===== config.mk =====
export PLATFORM = sky130hd
export DESIGN_NAME = drive_status_lamp_encoder
export DESIGN_NICKNAME = d
export VERILOG_FILES = /design/src/logic/lamp_pkg.sv /design/src/logic/drive_status_lamp_encoder.sv
export VERILOG_INCLUDE_DIRS = /design/src /design/src/logic
export SDC_FILE = /design/constraint.sdc
export NUM_CORES = 1
export LEC_CHECK = 0
export BUFFER_PORTS_ARGS = -buffer_cell sky130_fd_sc_hd__buf_2
export CORE_UTILIZATION = 46
export CTS_CLUSTER_SIZE = 24
export DETAILED_ROUTE_END_ITERATION = 10
export PLACE_DENSITY = 0.67
export SYNTH_ARGS = -nofsm -noshare
export SYNTH_HDL_FRONTEND = slang
export SYNTH_SLANG_ARGS = --single-unit

===== constraint.sdc =====
create_clock -name hclk -period 4.4 [get_ports hclk]
set_clock_uncertainty 0.15 [all_clocks]
set_input_delay 0.88 -clock hclk [delete_from_list [all_inputs] [get_ports hclk]]
set_output_delay 0.88 -clock hclk [all_outputs]
set_load 0.05 [all_outputs]

===== src/logic/lamp_params.svh =====
// Constants for the drive status lamp encoder
//
// Summary of operation
// - Sealed, EtherNet/IP: status lamp dark, flashing when ready, steady with I/O link.
// - Sealed, SERCOS III: status lamp dark, flashing while starting, steady at phase four.
// - CANopen: fieldbus fault lamp dark when node ready, red when node defective.
// - EtherCAT: fieldbus fault lamp dark when bus ready, red when bus defective.
// - PROFINET: fault lamp dark when talking, red without link, flashing without I/O.
// - EtherNet/IP: fault lamp dark when talking, flashing red after connection timeout.
// - SERCOS III: fault lamp dark when ready, red on error or before connection.
// - Cabinet: lamps are drive status, drive fault, fieldbus status, fieldbus fault.
// - Cabinet drive status: dark unpowered or defective, flashing stage off, steady on.
// - Cabinet drive fault: dark when functional, flashing red defective with stage off.
// - Cabinet CANopen status: dark unpowered, flashing pre-operational, steady operational.
// - Cabinet EtherCAT status: dark, slow, single flash, steady, rapid by state.
// - Cabinet PROFINET status: dark until interface ready, then steady green.
// - Cabinet EtherNet/IP status: dark, flashing when ready, steady with I/O link.
// - Cabinet SERCOS III status: dark, flashing, single flash safe-op, steady phase four.
`ifndef LAMP_PARAMS_SVH
`define LAMP_PARAMS_SVH

// ==================================================================
// Register map (byte addresses, low address bits decoded)
`define REG_CONFIG 8'h00
`define REG_SLOW_HALF 8'h04
`define REG_FAST_HALF 8'h08
`define REG_LAMPS 8'h0C
`define REG_INPUTS 8'h10
`define ADDR_W 8

// ==================================================================
// Field positions and reset values
`define CFG_CABINET_BIT 0
`define CFG_PROTO_LSB 1
`define CFG_PROTO_MSB 3
`define CFG_RESET 4'h0
`define DIV_W 25
`define HSIZE_WORD 3'h2

// ==================================================================
// Timing
`define CLK_PERIOD_NS 10
`define SLOW_HALF_MS 200
`define FAST_HALF_MS 50
`define SLOW_HALF_CYC (`SLOW_HALF_MS * 1000000 / `CLK_PERIOD_NS)
`define FAST_HALF_CYC (`FAST_HALF_MS * 1000000 / `CLK_PERIOD_NS)

`endif


===== src/logic/lamp_pkg.sv =====
// Types shared by the drive status lamp encoder
`default_nettype none
package lamp_pkg;
  typedef enum logic [2:0] {PROTO_CAN, PROTO_ECAT, PROTO_PN, PROTO_EIP, PROTO_SERCOS} proto_t;
  typedef enum logic [2:0] {LS_OFF, LS_PREOP, LS_SAFEOP, LS_OP, LS_BOOT, LS_STOPPED} link_state_t;
  typedef enum logic [2:0] {PAT_DARK, PAT_STEADY, PAT_SLOW, PAT_FAST, PAT_SINGLE} pat_t;
  typedef struct packed {
    logic powered;
    logic functional;
    logic stage_en;
  } drive_cond_t;
  typedef struct packed {
    link_state_t state;
    logic fault;
    logic conn;
    logic io_active;
    logic timeout;
  } bus_cond_t;
  typedef struct packed {
    logic green;
    logic red;
  } lamp_t;
  typedef struct packed {
    lamp_t lamp_one;
    lamp_t lamp_two;
    lamp_t lamp_three;
    lamp_t lamp_four;
  } lamps_t;
  typedef struct packed {
    proto_t proto;
    logic cabinet;
  } cfg_t;
endpackage
`default_nettype wire


===== src/logic/drive_status_lamp_encoder.sv =====
// Drive and fieldbus condition to indicator lamp encoder with AHB-Lite registers
`timescale 1ns/10ps
`default_nettype none
`include "lamp_params.svh"

module drive_status_lamp_encoder #(
  parameter logic [`DIV_W-1:0] SLOW_HALF_CYCLES = `DIV_W'(`SLOW_HALF_CYC),
  parameter logic [`DIV_W-1:0] FAST_HALF_CYCLES = `DIV_W'(`FAST_HALF_CYC)
) (
  input wire logic hclk, // System clock
  input wire logic hresetn, // Asynchronous reset, active low
  input wire logic hsel, // Slave select
  input wire logic [31:0] haddr, // Byte address
  input wire logic [1:0] htrans, // Transfer type
  input wire logic hwrite, // Write when high
  input wire logic [2:0] hsize, // Transfer size
  input wire logic [31:0] hwdata, // Write data
  input wire logic hready, // Bus ready
  output logic hreadyout, // Slave ready
  output logic hresp, // Always OKAY
  output logic [31:0] hrdata, // Read data
  input wire lamp_pkg::drive_cond_t drive_in, // Drive controller condition
  input wire lamp_pkg::bus_cond_t bus_in, // Fieldbus stack condition
  output lamp_pkg::lamps_t lamps // Lamp drive, one bit per colour
);
  import lamp_pkg::*;

  // ==================================================================
  // Bus slave
  logic addr_take;
  logic dp_wr;
  logic rd_wait;
  logic [`ADDR_W-1:0] dp_addr;
  cfg_t cfg;
  logic [`DIV_W-1:0] slow_half;
  logic [`DIV_W-1:0] fast_half;
  logic wr_go;

  assign addr_take = hsel && htrans[1] && hready;
  assign wr_go = dp_wr && hready;
  // Reads take one wait state so read data comes from a flip-flop
  assign hreadyout = !rd_wait;
  assign hresp = 1'b0;

  always_ff @(posedge hclk or negedge hresetn) begin
    if (!hresetn) begin
      dp_wr <= 1'b0;
      rd_wait <= 1'b0;
      dp_addr <= '0;
    end else begin
      if (addr_take) begin
        dp_wr <= hwrite && (hsize == `HSIZE_WORD);
        rd_wait <= !hwrite;
        dp_addr <= haddr[`ADDR_W-1:0];
      end else begin
        rd_wait <= 1'b0;
        if (hready) begin
          dp_wr <= 1'b0;
        end
      end
    end
  end

  always_ff @(posedge hclk or negedge hresetn) begin
    if (!hresetn) begin
      cfg <= cfg_t'(`CFG_RESET);
    end else if (wr_go && dp_addr == `REG_CONFIG) begin
      cfg.cabinet <= hwdata[`CFG_CABINET_BIT];
      cfg.proto <= proto_t'(hwdata[`CFG_PROTO_MSB:`CFG_PROTO_LSB]);
    end
  end

  always_ff @(posedge hclk or negedge hresetn) begin
    if (!hresetn) begin
      slow_half <= SLOW_HALF_CYCLES;
      fast_half <= FAST_HALF_CYCLES;
    end else if (wr_go) begin
      if (dp_addr == `REG_SLOW_HALF) begin
        slow_half <= hwdata[`DIV_W-1:0];
      end
      if (dp_addr == `REG_FAST_HALF) begin
        fast_half <= hwdata[`DIV_W-1:0];
      end
    end
  end

  always_ff @(posedge hclk or negedge hresetn) begin
    if (!hresetn) begin
      hrdata <= '0;
    end else if (rd_wait) begin
      unique case (dp_addr)
        `REG_CONFIG: hrdata <= {28'h0000000, cfg.proto, cfg.cabinet};
        `REG_SLOW_HALF: hrdata <= {7'h00, slow_half};
        `REG_FAST_HALF: hrdata <= {7'h00, fast_half};
        `REG_LAMPS: hrdata <= {24'h000000, lamps};
        `REG_INPUTS: hrdata <= {22'h000000, drive_in, bus_in};
        default: hrdata <= '0;
      endcase
    end
  end

  // ==================================================================
  // Flash pattern dividers
  logic [`DIV_W-1:0] slow_cnt;
  logic [`DIV_W-1:0] fast_cnt;
  logic [1:0] slow_ph;
  logic fast_ph;
  logic slow_tick;
  logic fast_tick;

  // Compare with >= so a shortened period never strands the counter
  assign slow_tick = ({1'b0, slow_cnt} + 1'b1) >= {1'b0, slow_half};
  assign fast_tick = ({1'b0, fast_cnt} + 1'b1) >= {1'b0, fast_half};

  always_ff @(posedge hclk or negedge hresetn) begin
    if (!hresetn) begin
      slow_cnt <= '0;
      slow_ph <= 2'h0;
    end else if (slow_tick) begin
      slow_cnt <= '0;
      slow_ph <= slow_ph + 2'h1;
    end else begin
      slow_cnt <= slow_cnt + 1'b1;
    end
  end

  always_ff @(posedge hclk or negedge hresetn) begin
    if (!hresetn) begin
      fast_cnt <= '0;
      fast_ph <= 1'b0;
    end else if (fast_tick) begin
      fast_cnt <= '0;
      fast_ph <= !fast_ph;
    end else begin
      fast_cnt <= fast_cnt + 1'b1;
    end
  end

  // Single flash: lit for one slow half period out of four
  function automatic logic lit(input pat_t p, input logic [1:0] sph, input logic fph);
    unique case (p)
      PAT_DARK: lit = 1'b0;
      PAT_STEADY: lit = 1'b1;
      PAT_SLOW: lit = !sph[0];
      PAT_FAST: lit = !fph;
      PAT_SINGLE: lit = (sph == 2'h0);
      default: lit = 1'b0;
    endcase
  endfunction

  // ==================================================================
  // Pattern selection
  pat_t drv_pat;
  pat_t dflt_pat;
  pat_t st_pat;
  pat_t flt_pat;
  lamps_t next_lamps;

  always_comb begin
    if (!drive_in.powered || !drive_in.functional) begin
      drv_pat = PAT_DARK;
    end else if (drive_in.stage_en) begin
      drv_pat = PAT_STEADY;
    end else begin
      drv_pat = PAT_SLOW;
    end
    // A defective drive with its stage still enabled has no pattern; kept dark
    if (drive_in.powered && !drive_in.functional && !drive_in.stage_en) begin
      dflt_pat = PAT_SLOW;
    end else begin
      dflt_pat = PAT_DARK;
    end
  end

  always_comb begin
    st_pat = PAT_DARK;
    flt_pat = PAT_DARK;
    unique case (cfg.proto)
      PROTO_CAN: begin
        unique case (bus_in.state)
          LS_PREOP, LS_STOPPED: st_pat = PAT_SLOW;
          LS_OP: st_pat = PAT_STEADY;
          default: st_pat = PAT_DARK;
        endcase
        flt_pat = bus_in.fault ? PAT_STEADY : PAT_DARK;
      end
      PROTO_ECAT: begin
        unique case (bus_in.state)
          LS_PREOP: st_pat = PAT_SLOW;
          LS_SAFEOP: st_pat = PAT_SINGLE;
          LS_OP: st_pat = PAT_STEADY;
          LS_BOOT: st_pat = PAT_FAST;
          default: st_pat = PAT_DARK;
        endcase
        flt_pat = bus_in.fault ? PAT_STEADY : PAT_DARK;
      end
      PROTO_PN: begin
        st_pat = (bus_in.state == LS_OFF) ? PAT_DARK : PAT_STEADY;
        if (bus_in.io_active) begin
          flt_pat = PAT_DARK;
        end else if (bus_in.conn) begin
          flt_pat = PAT_SLOW;
        end else begin
          flt_pat = PAT_STEADY;
        end
      end
      PROTO_EIP: begin
        unique case (bus_in.state)
          LS_OP: st_pat = PAT_STEADY;
          LS_OFF: st_pat = PAT_DARK;
          default: st_pat = PAT_SLOW;
        endcase
        flt_pat = bus_in.timeout ? PAT_SLOW : PAT_DARK;
      end
      PROTO_SERCOS: begin
        unique case (bus_in.state)
          LS_OFF: st_pat = PAT_DARK;
          LS_OP: st_pat = PAT_STEADY;
          LS_SAFEOP: st_pat = cfg.cabinet ? PAT_SINGLE : PAT_SLOW;
          default: st_pat = PAT_SLOW;
        endcase
        flt_pat = (bus_in.fault || bus_in.state != LS_OP) ? PAT_STEADY : PAT_DARK;
      end
      default: begin
        st_pat = PAT_DARK;
        flt_pat = PAT_DARK;
      end
    endcase
  end

  // ==================================================================
  // Lamp assignment per housing
  always_comb begin
    next_lamps = '0;
    if (cfg.cabinet) begin
      next_lamps.lamp_one.green = lit(drv_pat, slow_ph, fast_ph);
      next_lamps.lamp_two.red = lit(dflt_pat, slow_ph, fast_ph);
      next_lamps.lamp_three.green = lit(st_pat, slow_ph, fast_ph);
      next_lamps.lamp_four.red = lit(flt_pat, slow_ph, fast_ph);
    end else begin
      // The sealed housing's drive lamp is handled elsewhere
      next_lamps.lamp_two.green = lit(st_pat, slow_ph, fast_ph);
      next_lamps.lamp_three.red = lit(flt_pat, slow_ph, fast_ph);
    end
  end

  always_ff @(posedge hclk or negedge hresetn) begin
    if (!hresetn) begin
      lamps <= '0;
    end else begin
      lamps <= next_lamps;
    end
  end

  // ==================================================================
  // Checks
  logic fbs;
  logic fbf;

  assign fbs = cfg.cabinet ? lamps.lamp_three.green : lamps.lamp_two.green;
  assign fbf = cfg.cabinet ? lamps.lamp_four.red : lamps.lamp_three.red;
endmodule
`default_nettype wire


==> results.toml <==
[power_and_ir_drop]
ir_worst_vdd_v = 0.000298
p_per_area_nw_per_um2 = 363
p_leak_nw = 4.72

[timing]
worstMarginPinSlew_ns = 0.853
slew_violations = 0
rsz0062_at_grt = "no"
finalSetupTns_ns = 0
finalSetupViolCount = 0
final.period_utilization = 0.835
slew_headroom = 0.431
min_period_ns = 3.67
fmax_mhz = 272
hold_viol = 0

[setup_path]
r2r_slack_ns = 0.73
cp.arrival_ns = 3.88
worstPathMaxFanout = 17
required_ns = 4.60
critPathLaunchType = "register"
worstSetupPathType = "reg -> reg"
crit_path_end_kind = "register"

[route]
post-route-drc-count = 0
vias = 5981
drt_iter0_markers = 401
wirelength_mm = 18.7
via_per_inst = 5.43
wl_per_cell_um = 17.0
first_pass_iters = 5
antenna_left = 0

[floorplanning]
die_w_um = 134
core_region_area_um2 = 16800
ios = 126
row_count = 47
dieArea_um2 = 17800
die_y_um = 134
initial_core_util = 0.475

[synthesis]
yosys_most_used_dff = "dfrtp_1"
yosys_warnings = 0
synth.area.mux_share = 0.0212
async_flop_share = 1.00
yosysUniqueCellTypes = 59
synth_xor_area_frac = 0.0537
netlist_instances = 791
yosysSeqAreaShare = 0.468
netlist.area_leader.share = 0.415
synth_top_family_by_area = "simple AND/OR/NAND/NOR gates"
synthesis.area_um2 = 7960
synth_area_per_cell_um2 = 10.1
synth_compound_area_frac = 0.140
synth_fa_ha_area_frac = 0.0833
synth_seq_cells = 148
yosys.area_share.simple = 0.175
synth_edf_count = 0
synth.area.top_cells = "dfrtp_1 41%, ha_1 8.3%, dfstp_2 5.3%"
synth_area_leader_cell = "dfrtp_1"

[clocking]
path_clk_slew_ns = 0.06
post-cts-setup-buffers = 0
h-tree-depth = 4
cts_root_buffer = "clkbuf_16"
max-clock-path-buffers = 2
numCtsBuffers = 17
hold_buffers = 0
cts_tree = "done"
insertion_delay_ns = 0.43
cts.sinks = 148
cts_resized = 0

[flow_run]
cap_violations = 0

[global_routing]
grt_max_degree = 95
track_usage = 0.225
grt_pass1_wl_mm = 30.7
grt_pass1_vias = 5934
antenna_found_initial = 0
grt_overflow = 0

[cells_and_area]
final_area_um2 = 9230
area_delta_synth_final_pct = 15.9
n_antenna_cell = 0
finalCoreUtilization = 0.551
fillers = 1492
layout-drive-gt1-share = 0.204
fin_nets = 1006

[status]
status = "finished, final reports clean"

[place]
gp_congestion = 0.839
placed_area_um2 = 8560
portBuffers = 83
dp_hpwl_mm = 13.7

[min_path]
hold_path_class = "reg -> reg"
## sequential cells by signal, summed over array words and instances, names as in the netlist, 2 cells and up
signal	count
cfg	4
dp_addr	8
fast_cnt	25
fast_half	25
hrdata	25
lamps	6
slow_cnt	25
slow_half	25
slow_ph	2
## cell type report
class                   instances  area, um^2  area share
repair buffers                 93         509      0.0551
inverters                      65         244      0.0264
clock buffers                  19         443      0.0480
flip-flops and latches        148        3720       0.403
clock inverters                13         231      0.0251
multi-input cells             544        3810       0.412
well taps                     220         275      0.0298
## where the power goes
| part | internal, mW | switching [mW] |
|---|---|---|
| Clock | 1.08 | 0.577 |
| Sequential | 1.41 | 0.0326 |
| Combinational | 0.0776 | 0.178 |
| Total | 2.56 | 0.788 |
## cells in the mapped netlist (7+ instances only)
cell and n:
mux2_2 15, o21ai_0 56, ha_1 53, clkbuf_1 21, xnor2_1 30, o2bb2ai_1 18
a22oi_1 18, dfstp_2 16, nor2b_2 17, a222oi_1 7, nand2_1 81, nor3_1 9
a21oi_1 22, nand4_1 18, and3_1 13, buf_2 9, nor2b_1 34, xor2_1 17
buf_4 11, dfrtp_1 132, a21o_1 10, and4_1 7, inv_1 65, nand3_1 21
nor2_1 30
## routing by layer
layer  up-vias  global-route usage  part of all wire
li1       2917                   -                 -
met1      2870               0.312              0.46
met2       166               0.355              0.48
met3        28              0.0339             0.045
met4         0              0.0903             0.024
met5         -                   0                 0
## layout by cell type (no fill, tap or decap), drive strengths merged, types with 9 or more instances in the layout
master / count
dfrtp: 132
buf: 93
nand2: 81
inv: 65
o21ai: 56
ha: 53
nor2b: 51
xnor2: 31
nor2: 30
a21oi: 22
nand3: 22
nand4: 19
clkbuf: 19
a22oi: 18
o2bb2ai: 18
xor2: 17
dfstp: 16
mux2: 15
and3: 13
a21o: 10
conb: 10
nor3: 9
## cell families after synthesis
group,after synthesis
xor+xnor,48
buf+inv,108
simple gates,255
compound gates,163
other cells,1
mux,15
fa+ha+maj,53
flops,148
## critical path, stage by stage (launching register included)
cell,delay [ns]
dfrtp_1,0.41
ha_1,0.20
and3_1,0.23
nand3_1,0.15
nor3_1,0.43
nand4_1,0.17
xnor2_1,0.25
ha_1,0.30
nand4_1,0.12
nor2_1,0.05
a221oi_1,0.40
nand4_4,0.28
buf_4,0.30
nor2b_1,0.14
## through the flow
step | cells | total power [mW] | worst slack [ns] | hold WS [ns]
after detailed placement | 1070 | 1.72 | 0.659 | 0.318
after CTS | 1102 | 3.38 | 0.633 | 0.331
after global routing | 1102 | 3.46 | 0.328 | 0.334
after global placement | 1070 | 1.72 | 0.715 | 0.309
after floorplan | 800 | 1.62 | 1.29 | 0.300
final | 1102 | 3.35 | 0.726 | 0.330
## worst paths after layout
kind / end / from / depth (start not counted)
max in group asynchronous: fast_half[14]$_DFFE_PN1P_ / hresetn / 2
max reg2reg: fast_cnt[24]$_DFF_PN0_ / fast_cnt[0]$_DFF_PN0_ / 13
min: hrdata[4]$_DFFE_PN0P_ / hrdata[4]$_DFFE_PN0P_ / 1
min in group asynchronous: dp_addr[5]$_DFFE_PN0P_ / hresetn / 1
max: fast_cnt[24]$_DFF_PN0_ / fast_cnt[0]$_DFF_PN0_ / 13
min reg2reg: hrdata[4]$_DFFE_PN0P_ / hrdata[4]$_DFFE_PN0P_ / 1
No activity file was read; power rests on OpenSTA's default activity.
